[src/adm_pkg.sv]
// package with register map, field layout and constants of the measurement/coefficient block
package adm_pkg;
    // page numbers
    localparam logic [7:0] PAGE_0            = 8'h00;
    localparam logic [7:0] PAGE_1            = 8'h01;
    localparam logic [7:0] PAGE_8            = 8'h08;
    // register addresses inside a page
    localparam logic [7:0] REG_PAGE_SEL      = 8'h00;
    localparam logic [7:0] REG_SW_RESET      = 8'h01;
    localparam logic [7:0] REG_ADC_POWER     = 8'h51;
    localparam logic [7:0] REG_DCM_LEN       = 8'h64;
    localparam logic [7:0] REG_DCM_CTRL      = 8'h66;
    localparam logic [7:0] REG_DCM_LATCH     = 8'h67;
    localparam logic [7:0] REG_DCM_LEFT0     = 8'h68;
    localparam logic [7:0] REG_DCM_RIGHT0    = 8'h6B;
    localparam logic [7:0] REG_ANTI_THUMP    = 8'h3A;
    localparam logic [7:0] REG_FAST_CHARGE   = 8'h47;
    localparam logic [7:0] REG_INPUT_ROUTE   = 8'h34;
    localparam logic [7:0] REG_COEF_CTRL     = 8'h01;
    localparam logic [7:0] REG_COEF_BASE     = 8'h08;
    // field positions
    localparam int DCM_EN_HI      = 7;
    localparam int DCM_EN_LO      = 6;
    localparam int DCM_MODE_BIT   = 5;
    localparam int DCM_LEN_HI     = 4;
    localparam int PRST_EN_BIT    = 5;
    localparam int LATCH_HI       = 7;
    localparam int LATCH_LO       = 6;
    localparam int AT_HI          = 7;
    localparam int AT_LO          = 2;
    localparam int FC_HI          = 5;
    localparam int ADC_PWR_L_BIT  = 7;
    localparam int ADC_PWR_R_BIT  = 6;
    localparam int SWAP_BIT       = 0;
    localparam int INUSE_BIT      = 1;
    localparam int ADAPT_BIT      = 2;
    // reset and limits
    localparam logic [7:0] RST_ZERO  = 8'h00;
    localparam logic [4:0] LEN_MIN   = 5'h01;
    localparam logic [4:0] LEN_MAX   = 5'h14;
    localparam int         N_INPUTS  = 6;
    localparam int         N_COEF    = 16;
    localparam int         DATA_W    = 24;
endpackage

[src/adm_filter.sv]
`timescale 1ns/1ps
// dc measurement filter: averaging or first-order iir, with periodic reset
module adm_filter #(
    parameter int DW = 24
) (
    input  wire logic          clk,
    input  wire logic          rst_n,
    input  wire logic          enable,
    input  wire logic          mod_tick,
    input  wire logic          iir_mode,
    input  wire logic [4:0]    len,
    input  wire logic          prst_en,
    input  wire logic [4:0]    prst_exp,
    input  wire logic [DW-1:0] sample,
    output logic      [DW-1:0] result,
    output logic               prst_pulse
);
    logic [DW+20:0] acc_ff;
    logic [20:0]    cnt_ff;
    logic [31:0]    rst_cnt_ff;
    logic [DW-1:0]  result_ff;
    logic [4:0]     eff_len;
    logic signed [DW+20:0] ext_s;
    logic signed [DW+20:0] iir_step;

    // clamp length into the legal 1..20 range
    assign eff_len = (len < adm_pkg::LEN_MIN) ? adm_pkg::LEN_MIN :
                     (len > adm_pkg::LEN_MAX) ? adm_pkg::LEN_MAX : len;

    // signed error so a falling input shifts arithmetically, not logically
    assign ext_s    = (DW+21)'($signed(sample));
    assign iir_step = (ext_s - $signed(acc_ff)) >>> eff_len;

    // periodic reset every 2^R modulator ticks in averaging mode only; never when disabled
    always_ff @(posedge clk or negedge rst_n) begin
        if (!rst_n) begin
            rst_cnt_ff <= '0;
        end else if (!enable || !prst_en) begin
            rst_cnt_ff <= '0;
        end else if (mod_tick) begin
            if (rst_cnt_ff >= (32'h1 << prst_exp) - 32'h1) begin
                rst_cnt_ff <= '0;
            end else begin
                rst_cnt_ff <= rst_cnt_ff + 32'h1;
            end
        end
    end
    assign prst_pulse = enable && prst_en && !iir_mode && mod_tick
                        && (rst_cnt_ff >= (32'h1 << prst_exp) - 32'h1);

    // filter state: iir y += (x-y)>>D, averaging sums 2^D samples
    always_ff @(posedge clk or negedge rst_n) begin
        if (!rst_n) begin
            acc_ff    <= '0;
            cnt_ff    <= '0;
            result_ff <= '0;
        end else if (!enable) begin
            acc_ff <= '0;
            cnt_ff <= '0;
        end else if (mod_tick) begin
            if (iir_mode) begin
                // narrower bandwidth with larger D
                acc_ff    <= acc_ff + iir_step;
                result_ff <= acc_ff[DW-1:0];
            end else if (prst_pulse) begin
                acc_ff <= '0;
                cnt_ff <= '0;
            end else if (cnt_ff == (21'h1 << eff_len) - 21'h1) begin
                result_ff <= DW'((acc_ff + (DW+21)'($signed(sample))) >>> eff_len);
                acc_ff    <= '0;
                cnt_ff    <= '0;
            end else begin
                acc_ff <= acc_ff + (DW+21)'($signed(sample));
                cnt_ff <= cnt_ff + 21'h1;
            end
        end
    end
    assign result = result_ff;

    a_prst_off : assert property (@(posedge clk) disable iff (!rst_n)
        !prst_en |-> !prst_pulse) else $error("periodic reset while disabled");
endmodule

[src/adm_coef.sv]
`timescale 1ns/1ps
// double-buffered coefficient store with synchronized swap
module adm_coef #(
    parameter int NC = 16
) (
    input  wire logic         clk,
    input  wire logic         rst_n,
    input  wire logic         running,
    input  wire logic         adaptive,
    input  wire logic         frame_tick,
    input  wire logic         swap_req,
    input  wire logic         wr,
    input  wire logic         wr_buf_b,
    input  wire logic [3:0]   idx,
    input  wire logic [7:0]   wdata,
    output logic      [7:0]   rdata_a,
    output logic      [7:0]   rdata_b,
    output logic              in_use_b,
    output logic              swap_done
);
    logic [7:0] buf_a[NC];
    logic [7:0] buf_b[NC];
    logic       in_use_b_ff;
    logic       tgt_b;

    // running: always the idle buffer, else the addressed one
    assign tgt_b = running ? !in_use_b_ff : wr_buf_b;

    always_ff @(posedge clk) begin
        if (wr && (!running || adaptive)) begin
            if (tgt_b) begin
                buf_b[idx] <= wdata;
            end else begin
                buf_a[idx] <= wdata;
            end
        end
    end

    // exchange only at a sample boundary
    assign swap_done = running && adaptive && swap_req && frame_tick;
    always_ff @(posedge clk or negedge rst_n) begin
        if (!rst_n) begin
            in_use_b_ff <= 1'b0;
        end else if (swap_done) begin
            in_use_b_ff <= !in_use_b_ff;
        end
    end
    assign in_use_b = in_use_b_ff;
    assign rdata_a  = buf_a[idx];
    assign rdata_b  = buf_b[idx];

    a_swap_toggle : assert property (@(posedge clk) disable iff (!rst_n)
        swap_done |=> in_use_b_ff != $past(in_use_b_ff)) else $error("flag did not toggle");
    a_swap_sync : assert property (@(posedge clk) disable iff (!rst_n)
        swap_done |-> frame_tick && adaptive) else $error("swap off boundary");
endmodule

[src/adm_top.sv]
// top of the record-path measurement and coefficient control block
// What this block does
// - nonzero enable field turns on measurement
// - mode bit 0 selects averaging filter
// - mode bit 1 selects first-order iir
// - length 1..20 sets iir bandwidth
// - periodic reset every 2^R modulator ticks, averaging mode only
// - reset-enable low means never reset
// - six-bit field selects fast-charge modes
// - unrouted inputs are left floating
// - anti-thump off at reset, write enables
// - running without adaptive locks coefficients
// - adaptive bit enables two coefficient buffers
// - swap request acts at next sample
// - swap request self-clears after exchange
// - in-use flag toggles, 0 A, 1 B
// - running writes go to idle buffer
//
// Design decisions made here: the address map and the strobed register port.
`timescale 1ns/1ps
module adm_top #(
    parameter int MOD_DIV = 4,
    parameter int FS_DIV  = 128
) (
    input  wire logic        REF_CLK,
    input  wire logic        RESETN,
    input  wire logic [7:0]  ADDR,
    input  wire logic [7:0]  WDATA,
    input  wire logic        WR,
    input  wire logic        RD,
    output logic      [7:0]  RDATA,
    input  wire logic [23:0] LEFT_SAMPLE,
    input  wire logic [23:0] RIGHT_SAMPLE,
    output logic      [5:0]  INPUT_HIZ,
    output logic      [5:0]  ANTI_THUMP_EN,
    output logic      [5:0]  FAST_CHARGE_SEL,
    output logic             ADC_RUNNING,
    output logic             DCM_LEFT_ON,
    output logic             DCM_RIGHT_ON
);
    logic [7:0]  page_ff;
    logic [7:0]  adc_pwr_ff;
    logic [7:0]  dcm_len_ff;
    logic [7:0]  dcm_ctrl_ff;
    logic [7:0]  dcm_latch_ff;
    logic [7:0]  anti_thump_ff;
    logic [7:0]  fast_charge_ff;
    logic [7:0]  route_ff;
    logic        adaptive_ff;
    logic        swap_req_ff;
    logic [7:0]  rdata_ff;
    logic [23:0] hold_l_ff;
    logic [23:0] hold_r_ff;
    logic [7:0]  mod_cnt_ff;
    logic [7:0]  fs_cnt_ff;
    logic        mod_tick;
    logic        fs_tick;
    logic        sw_reset;
    logic [23:0] res_l;
    logic [23:0] res_r;
    logic [7:0]  coef_a;
    logic [7:0]  coef_b;
    logic        in_use_b;
    logic        swap_done;
    logic        running;
    logic        coef_wr;
    logic        dcm_on_l;
    logic        dcm_on_r;
    logic [4:0]  dcm_d;
    logic [7:0]  nxt_rdata;

    function automatic logic hit(input logic [7:0] pg, input logic [7:0] rg);
        hit = (page_ff == pg) && (ADDR == rg);
    endfunction

    // page 0 register 1 bit 0 is the software reset strobe
    assign sw_reset = WR && hit(adm_pkg::PAGE_0, adm_pkg::REG_SW_RESET) && WDATA[0];
    assign running  = adc_pwr_ff[adm_pkg::ADC_PWR_L_BIT] || adc_pwr_ff[adm_pkg::ADC_PWR_R_BIT];
    assign dcm_on_l = dcm_ctrl_ff[adm_pkg::DCM_EN_HI];
    assign dcm_on_r = dcm_ctrl_ff[adm_pkg::DCM_EN_LO];
    // iir length sits in the control register, averaging length in its own
    assign dcm_d    = dcm_ctrl_ff[adm_pkg::DCM_MODE_BIT]
                      ? dcm_ctrl_ff[adm_pkg::DCM_LEN_HI:0]
                      : dcm_len_ff[adm_pkg::DCM_LEN_HI:0];

    // modulator and sample-rate enables from the one clock
    always_ff @(posedge REF_CLK or negedge RESETN) begin
        if (!RESETN) begin
            mod_cnt_ff <= '0;
            fs_cnt_ff  <= '0;
        end else begin
            mod_cnt_ff <= mod_tick ? 8'h00 : mod_cnt_ff + 8'h01;
            if (mod_tick) begin
                fs_cnt_ff <= fs_tick ? 8'h00 : fs_cnt_ff + 8'h01;
            end
        end
    end
    assign mod_tick = (mod_cnt_ff == 8'(MOD_DIV - 1));
    assign fs_tick  = mod_tick && (fs_cnt_ff == 8'(FS_DIV - 1));

    // page select, never cleared by software reset
    always_ff @(posedge REF_CLK or negedge RESETN) begin
        if (!RESETN) begin
            page_ff <= adm_pkg::RST_ZERO;
        end else if (WR && ADDR == adm_pkg::REG_PAGE_SEL) begin
            page_ff <= WDATA;
        end
    end

    // control registers; software reset returns them to defaults
    always_ff @(posedge REF_CLK or negedge RESETN) begin
        if (!RESETN) begin
            adc_pwr_ff     <= adm_pkg::RST_ZERO;
            dcm_len_ff     <= adm_pkg::RST_ZERO;
            dcm_ctrl_ff    <= adm_pkg::RST_ZERO;
            dcm_latch_ff   <= adm_pkg::RST_ZERO;
            anti_thump_ff  <= adm_pkg::RST_ZERO;
            fast_charge_ff <= adm_pkg::RST_ZERO;
            route_ff       <= adm_pkg::RST_ZERO;
            adaptive_ff    <= 1'b0;
        end else if (sw_reset) begin
            adc_pwr_ff     <= adm_pkg::RST_ZERO;
            dcm_len_ff     <= adm_pkg::RST_ZERO;
            dcm_ctrl_ff    <= adm_pkg::RST_ZERO;
            dcm_latch_ff   <= adm_pkg::RST_ZERO;
            anti_thump_ff  <= adm_pkg::RST_ZERO;
            fast_charge_ff <= adm_pkg::RST_ZERO;
            route_ff       <= adm_pkg::RST_ZERO;
            adaptive_ff    <= 1'b0;
        end else if (WR) begin
            if (hit(adm_pkg::PAGE_0, adm_pkg::REG_ADC_POWER)) adc_pwr_ff <= WDATA;
            if (hit(adm_pkg::PAGE_0, adm_pkg::REG_DCM_LEN)) dcm_len_ff <= WDATA;
            if (hit(adm_pkg::PAGE_0, adm_pkg::REG_DCM_CTRL)) dcm_ctrl_ff <= WDATA;
            if (hit(adm_pkg::PAGE_0, adm_pkg::REG_DCM_LATCH)) dcm_latch_ff <= WDATA;
            if (hit(adm_pkg::PAGE_1, adm_pkg::REG_ANTI_THUMP)) anti_thump_ff <= WDATA;
            if (hit(adm_pkg::PAGE_1, adm_pkg::REG_FAST_CHARGE)) fast_charge_ff <= WDATA;
            if (hit(adm_pkg::PAGE_1, adm_pkg::REG_INPUT_ROUTE)) route_ff <= WDATA;
            if (hit(adm_pkg::PAGE_8, adm_pkg::REG_COEF_CTRL)) begin
                adaptive_ff <= WDATA[adm_pkg::ADAPT_BIT];
            end
        end
    end

    // swap request: host sets, hardware clears after exchange
    always_ff @(posedge REF_CLK or negedge RESETN) begin
        if (!RESETN) begin
            swap_req_ff <= 1'b0;
        end else if (sw_reset || swap_done) begin
            swap_req_ff <= 1'b0;
        end else if (WR && hit(adm_pkg::PAGE_8, adm_pkg::REG_COEF_CTRL)
                     && WDATA[adm_pkg::SWAP_BIT]) begin
            swap_req_ff <= 1'b1;
        end
    end

    // left and right measurement filters share the setup
    adm_filter #(.DW(adm_pkg::DATA_W)) u_filt_l (
        .clk        (REF_CLK),
        .rst_n      (RESETN),
        .enable     (dcm_on_l),
        .mod_tick   (mod_tick),
        .iir_mode   (dcm_ctrl_ff[adm_pkg::DCM_MODE_BIT]),
        .len        (dcm_d),
        .prst_en    (dcm_latch_ff[adm_pkg::PRST_EN_BIT]),
        .prst_exp   (dcm_latch_ff[adm_pkg::DCM_LEN_HI:0]),
        .sample     (LEFT_SAMPLE),
        .result     (res_l),
        .prst_pulse ()
    );
    adm_filter #(.DW(adm_pkg::DATA_W)) u_filt_r (
        .clk        (REF_CLK),
        .rst_n      (RESETN),
        .enable     (dcm_on_r),
        .mod_tick   (mod_tick),
        .iir_mode   (dcm_ctrl_ff[adm_pkg::DCM_MODE_BIT]),
        .len        (dcm_d),
        .prst_en    (dcm_latch_ff[adm_pkg::PRST_EN_BIT]),
        .prst_exp   (dcm_latch_ff[adm_pkg::DCM_LEN_HI:0]),
        .sample     (RIGHT_SAMPLE),
        .result     (res_r),
        .prst_pulse ()
    );

    // read-back holding copy; frozen while the latch field is nonzero
    always_ff @(posedge REF_CLK or negedge RESETN) begin
        if (!RESETN) begin
            hold_l_ff <= '0;
            hold_r_ff <= '0;
        end else if (dcm_latch_ff[adm_pkg::LATCH_HI:adm_pkg::LATCH_LO] == 2'b00) begin
            hold_l_ff <= res_l;
            hold_r_ff <= res_r;
        end
    end

    // coefficient window on page 8; page select and control share its low end and must not land
    assign coef_wr = WR && (page_ff == adm_pkg::PAGE_8)
                     && (ADDR[7:4] == adm_pkg::REG_COEF_BASE[7:4])
                     && (ADDR[3:1] != 3'b000);

    adm_coef #(.NC(adm_pkg::N_COEF)) u_coef (
        .clk        (REF_CLK),
        .rst_n      (RESETN),
        .running    (running),
        .adaptive   (adaptive_ff),
        .frame_tick (fs_tick),
        .swap_req   (swap_req_ff),
        .wr         (coef_wr),
        .wr_buf_b   (ADDR[3]),
        .idx        ({1'b0, ADDR[2:0]}),
        .wdata      (WDATA),
        .rdata_a    (coef_a),
        .rdata_b    (coef_b),
        .in_use_b   (in_use_b),
        .swap_done  (swap_done)
    );

    // read mux; locked coefficients read as zero
    always_comb begin
        nxt_rdata = 8'h00;
        if (ADDR == adm_pkg::REG_PAGE_SEL) begin
            nxt_rdata = page_ff;
        end else if (page_ff == adm_pkg::PAGE_0) begin
            unique case (ADDR)
                adm_pkg::REG_ADC_POWER:           nxt_rdata = adc_pwr_ff;
                adm_pkg::REG_DCM_LEN:             nxt_rdata = dcm_len_ff;
                adm_pkg::REG_DCM_CTRL:            nxt_rdata = dcm_ctrl_ff;
                adm_pkg::REG_DCM_LATCH:           nxt_rdata = dcm_latch_ff;
                adm_pkg::REG_DCM_LEFT0:           nxt_rdata = hold_l_ff[23:16];
                adm_pkg::REG_DCM_LEFT0 + 8'h01:   nxt_rdata = hold_l_ff[15:8];
                adm_pkg::REG_DCM_LEFT0 + 8'h02:   nxt_rdata = hold_l_ff[7:0];
                adm_pkg::REG_DCM_RIGHT0:          nxt_rdata = hold_r_ff[23:16];
                adm_pkg::REG_DCM_RIGHT0 + 8'h01:  nxt_rdata = hold_r_ff[15:8];
                adm_pkg::REG_DCM_RIGHT0 + 8'h02:  nxt_rdata = hold_r_ff[7:0];
                default:                          nxt_rdata = 8'h00;
            endcase
        end else if (page_ff == adm_pkg::PAGE_1) begin
            unique case (ADDR)
                adm_pkg::REG_ANTI_THUMP:  nxt_rdata = anti_thump_ff;
                adm_pkg::REG_FAST_CHARGE: nxt_rdata = fast_charge_ff;
                adm_pkg::REG_INPUT_ROUTE: nxt_rdata = route_ff;
                default:                  nxt_rdata = 8'h00;
            endcase
        end else if (page_ff == adm_pkg::PAGE_8) begin
            if (ADDR == adm_pkg::REG_COEF_CTRL) begin
                nxt_rdata = {5'h00, adaptive_ff, in_use_b, swap_req_ff};
            end else if (ADDR[7:4] == adm_pkg::REG_COEF_BASE[7:4]
                         && (!running || adaptive_ff)) begin
                nxt_rdata = ADDR[3] ? coef_b : coef_a;
            end
        end
    end

    always_ff @(posedge REF_CLK or negedge RESETN) begin
        if (!RESETN) begin
            rdata_ff <= 8'h00;
        end else if (RD) begin
            rdata_ff <= nxt_rdata;
        end else begin
            rdata_ff <= 8'h00;
        end
    end

    assign RDATA           = rdata_ff;
    assign INPUT_HIZ       = ~route_ff[adm_pkg::N_INPUTS-1:0];
    assign ANTI_THUMP_EN   = anti_thump_ff[adm_pkg::AT_HI:adm_pkg::AT_LO];
    assign FAST_CHARGE_SEL = fast_charge_ff[adm_pkg::FC_HI:0];
    assign ADC_RUNNING     = running;
    assign DCM_LEFT_ON     = dcm_on_l;
    assign DCM_RIGHT_ON    = dcm_on_r;

    a_swap_clear : assert property (@(posedge REF_CLK) disable iff (!RESETN)
        swap_done |=> !swap_req_ff) else $error("swap request not cleared");
    a_swap_hold : assert property (@(posedge REF_CLK) disable iff (!RESETN)
        swap_req_ff && !fs_tick && !sw_reset |=> swap_req_ff) else $error("swap lost");
    a_at_reset : assert property (@(posedge REF_CLK) disable iff (!RESETN)
        sw_reset |=> ANTI_THUMP_EN == 6'h00) else $error("anti-thump not off");
    a_hiz_route : assert property (@(posedge REF_CLK) disable iff (!RESETN)
        (INPUT_HIZ & route_ff[5:0]) == 6'h00) else $error("routed pin floating");
    a_dcm_enable : assert property (@(posedge REF_CLK) disable iff (!RESETN)
        WR && hit(adm_pkg::PAGE_0, adm_pkg::REG_DCM_CTRL) && WDATA[7:6] != 2'b00
        |=> DCM_LEFT_ON || DCM_RIGHT_ON) else $error("measurement not enabled");
    a_fc_write : assert property (@(posedge REF_CLK) disable iff (!RESETN)
        WR && !sw_reset && hit(adm_pkg::PAGE_1, adm_pkg::REG_FAST_CHARGE)
        |=> FAST_CHARGE_SEL == $past(WDATA[5:0])) else $error("fast charge lost");
    a_lock_read : assert property (@(posedge REF_CLK) disable iff (!RESETN)
        RD && page_ff == adm_pkg::PAGE_8 && ADDR[7:4] == 4'h0 && ADDR[3] && running
        && !adaptive_ff |=> RDATA == 8'h00) else $error("locked read leaked");
    a_rd_idle : assert property (@(posedge REF_CLK) disable iff (!RESETN)
        !RD |=> RDATA == 8'h00) else $error("read data outside slot");
    a_latch_hold : assert property (@(posedge REF_CLK) disable iff (!RESETN)
        dcm_latch_ff[adm_pkg::LATCH_HI:adm_pkg::LATCH_LO] != 2'b00
        |=> $stable(hold_l_ff) && $stable(hold_r_ff)) else $error("latched result moved");
    a_sw_clear : assert property (@(posedge REF_CLK) disable iff (!RESETN)
        sw_reset |=> !ADC_RUNNING && !DCM_LEFT_ON && !DCM_RIGHT_ON
        && FAST_CHARGE_SEL == 6'h00) else $error("software reset left state");

    c_swap    : cover property (@(posedge REF_CLK) disable iff (!RESETN) swap_done);
    c_latch   : cover property (@(posedge REF_CLK) disable iff (!RESETN) dcm_latch_ff[7:6] != 2'b00);
    c_iir     : cover property (@(posedge REF_CLK) disable iff (!RESETN) dcm_on_l && dcm_ctrl_ff[5]);
    c_lockwr  : cover property (@(posedge REF_CLK) disable iff (!RESETN) coef_wr && running);
    c_redir   : cover property (@(posedge REF_CLK) disable iff (!RESETN)
        coef_wr && running && adaptive_ff);
endmodule

[config.mk]
export PLATFORM = sky130hd
export DESIGN_NAME = adm_top
export DESIGN_NICKNAME = d
export VERILOG_FILES = /design/src/adm_pkg.sv /design/src/adm_filter.sv /design/src/adm_coef.sv /design/src/adm_top.sv
export SDC_FILE = /design/constraint.sdc
export NUM_CORES = 2
export LEC_CHECK = 0
export ABC_AREA = 0
export BUFFER_PORTS_ARGS = -buffer_cell sky130_fd_sc_hd__buf_4
export CAP_MARGIN = 20
export CORE_ASPECT_RATIO = 1.75
export CORE_MARGIN = 4
export CORE_UTILIZATION = 40
export DETAILED_ROUTE_END_ITERATION = 12
export GPL_ROUTABILITY_DRIVEN = 0
export PLACE_DENSITY = 0.51
export SYNTH_ARGS = -nofsm -noshare
export SYNTH_HDL_FRONTEND = slang
export SYNTH_SLANG_ARGS = --single-unit
[constraint.sdc]
create_clock -name REF_CLK -period 7.8 [get_ports REF_CLK]
set_input_delay 0.78 -clock REF_CLK [delete_from_list [all_inputs] [get_ports REF_CLK]]
set_output_delay 0.78 -clock REF_CLK [all_outputs]
set_load 0.01 [all_outputs]
==> run metrics <==
share of cells above drive strength 1=11.7%; commonest non-fill, non-tap cells in the layout=a21oi_1, nand2_1, nor2_1, o21ai_0, buf_4; power per cell area=159 mW/mm2; Avg WL per Cell=28.0 um; Clock Latency Late Sink=0.67 ns; Tmin final=7.44 ns; Starting Density=40.2%; Worst R2R Setup Slack=0.36 ns; Worst Path Required=8.28 ns; crit start category=flop; CTS max path bufs=3; P_leak=24.2 nW; Setup crit end kind=flop; cts bufs inserted=55; global-route wire length before repair=334000 um; number of nets in the layout=6820; initial drt markers=4992; status=completed; hpwl dp=174000 um; # rows=173; Layout Skew=0.0373 ns; antenna violations before repair=7; Crit Reg-Reg Startpoint=dcm_ctrl_ff[5]$_DFFE_PN0P_; total power=8.97 mW; commonest non-fill, non-tap cell in the layout=a21oi_1; CTS sink cnt=511; Reg2Reg Capture Point=u_filt_l.acc_ff[42]$_DFFE_PN0P_; gr ovfl total=0; Worst-path clk slew=0.06 ns; Die Span X=278 um; vias=52461; Reg2Reg Depth=26; final setup TNS=0 ns; worst vdd ir=187 uV; residual DRC count=0; cts hold-fix bufs=0; Post-DRT Antenna Nets=0; Post-Route WL=227000 um; max_slew headroom=9.23%; Synth Area per Inst=7.99 um2; Die Area=0.134 mm2; EDFF count, synth=128; worst slew pin tran=1.36 ns; Max-Cap Viols=0; GRT Util Overall=32.6%; chip height=480 um; Syn-to-layout area delta=10.7%; Core Box Area=0.127 mm2; worst setup path category=reg2reg; crit path to=u_filt_l.acc_ff[42]$_DFFE_PN0P_; Yosys warning count=0; post-route cell area=0.0565 mm2; H-tree Lvls=2; number of top-level pins=97; Netlist cell types=101; synthesized area=0.0510 mm2; vias in the first global route=51182; CTS root buf=clkbuf_16; Max FO, Critical Path=27; Finish-stage setup viols=0; RSZ-0062 raised after global routing=false; Pre-antenna DRT Iters=8; final period utilization=95.3%; Vias/cell=6.47; Synth Instances=6384; Slew Limit Fails=0; pin count of the biggest net entering global routing=123; post-synthesis sequential element count=511; Synth Flop Type=dfrtp_1; post-synthesis sequential area ratio=26.3%; crit path launch=dcm_ctrl_ff[5]$_DFFE_PN0P_; Post-synth ARST share=75.0%; number of port buffers=96; Final Hold Viols=0; worst hold slack=0.167 ns; CTS tree=done; Area after DPL=0.0546 mm2; fmax=134 MHz; CP arrival=7.92 ns; path type of the worst min-delay path=in2async
-- metrics by stage --
step	std cells	setup WS, ns	util (%)
floorplan	6386	0.984	-
global placement	7999	-0.0898	43.0
detailed placement	8000	-0.0997	43.0
CTS	8100	0.0289	44.5
global route	8106	0.00120	44.5
finish	8106	0.364	44.5
-- where the power goes --
group          internal (mW)  total, mW  switching (mW)
logic                   1.21       3.46            2.25
registers               2.76       2.78          0.0244
clock network           1.47       2.73            1.26
total                   5.44       8.97            3.53
-- cell type report --
cell class / count / area, um2
clock buffers: 76 / 1560
clock inverters: 24 / 253
flip-flops and latches: 511 / 13400
diodes: 1 / 2.50
fillers: 13000 / 70400
well taps: 1662 / 2080
repair buffers: 396 / 3100
multi-input cells: 5199 / 35200
inverters: 237 / 890
-- what timing repair did --
action / CTS / global route
setup endpoints to repair: 0 / 6
gates resized for setup: 0 / 12
buffers inserted: 0 / 1
endpoints found under the hold margin: 0 / 0
-- critical path, cell delays in order, from the launching register on --
cell and delay (ns):
dfrtp_4 0.71, nor3b_2 0.45, nor2_1 0.18, buf_4 0.24, o21ai_4 0.59, nand2_1 0.54
buf_4 0.37, nor2_1 0.11, a21oi_1 0.06, o221a_2 0.15, mux2_2 0.35, o21ai_0 0.18
a21oi_1 0.08, ha_1 0.35, a211oi_1 0.32, o21bai_1 0.21, a211oi_2 0.34, o21ai_0 0.26
nor3_2 0.30, buf_4 0.16, nor3_1 0.05, nor2_1 0.20, o21ai_1 0.18, a21oi_1 0.21
nor3_1 0.06, a2111oi_0 0.40, o21ai_0 0.14
-- worst min-delay path by stage --
stage / depth (start not counted) / slack (ns) / startpoint / endpoint
after CTS: 1 / 0.18 / RESETN / u_filt_r.rst_cnt_ff[30]$_DFFE_PN0P_
after global routing: 1 / 0.21 / RESETN / u_filt_r.rst_cnt_ff[18]$_DFFE_PN0P_
final: 1 / 0.17 / RESETN / u_filt_r.rst_cnt_ff[30]$_DFFE_PN0P_
after global placement: 2 / 0.46 / u_filt_l.result[4]$_DFFE_PN0P_ / u_filt_l.result[4]$_DFFE_PN0P_
after detailed placement: 1 / 0.47 / mod_cnt_ff[7]$_DFF_PN0_ / mod_cnt_ff[7]$_DFF_PN0_
after floorplan: 2 / 0.44 / u_filt_l.result[12]$_DFFE_PN0P_ / u_filt_l.result[12]$_DFFE_PN0P_
-- per-layer routing --
metal,up-vias,wire (um),track usage (%)
met5,-,30,0
met4,4,23700,27.2
met3,849,12900,4.53
met2,2193,110000,56.4
met1,25514,80200,35.1
li1,23901,-,-
-- registers in the layout, summed over array words and instances, names as in the netlist, 21 cells and up --
name and flops:
hold_r_ff 24, u_filt_r.rst_cnt_ff 32, u_coef.buf_b 64, hold_l_ff 24, u_filt_l.rst_cnt_ff 32, u_coef.buf_a 64, u_filt_l.result 24, u_filt_l.cnt_ff 21
u_filt_r.result 24, u_filt_r.acc_ff 45, u_filt_r.cnt_ff 21, u_filt_l.acc_ff 45
-- cell usage after synthesis, types with 128 or more instances --
cell type	number	share of area, %
dfrtp_1	383	19
nor3_1	161	1.6
nor2_1	563	4.1
o21ai_0	511	5.0
clkbuf_1	330	2.4
nand2_1	572	4.2
xnor2_1	199	3.4
inv_1	230	1.7
edfxtp_1	128	7.5
ha_1	346	8.5
mux2i_1	225	4.4
a21oi_1	574	5.6
nand3_1	203	2.0
-- cell families after synthesis --
logic type | after synthesis | share of synthesized area (%)
mux | 375 | 8.66
flops | 511 | 26.3
xor+xnor | 272 | 4.67
fa+ha+maj | 352 | 8.72
simple gates | 2015 | 18.5
compound gates | 2182 | 27.9
other cells | 1 | 0.00735
buf+inv | 676 | 5.20
No activity file was read; power rests on OpenSTA's default activity.
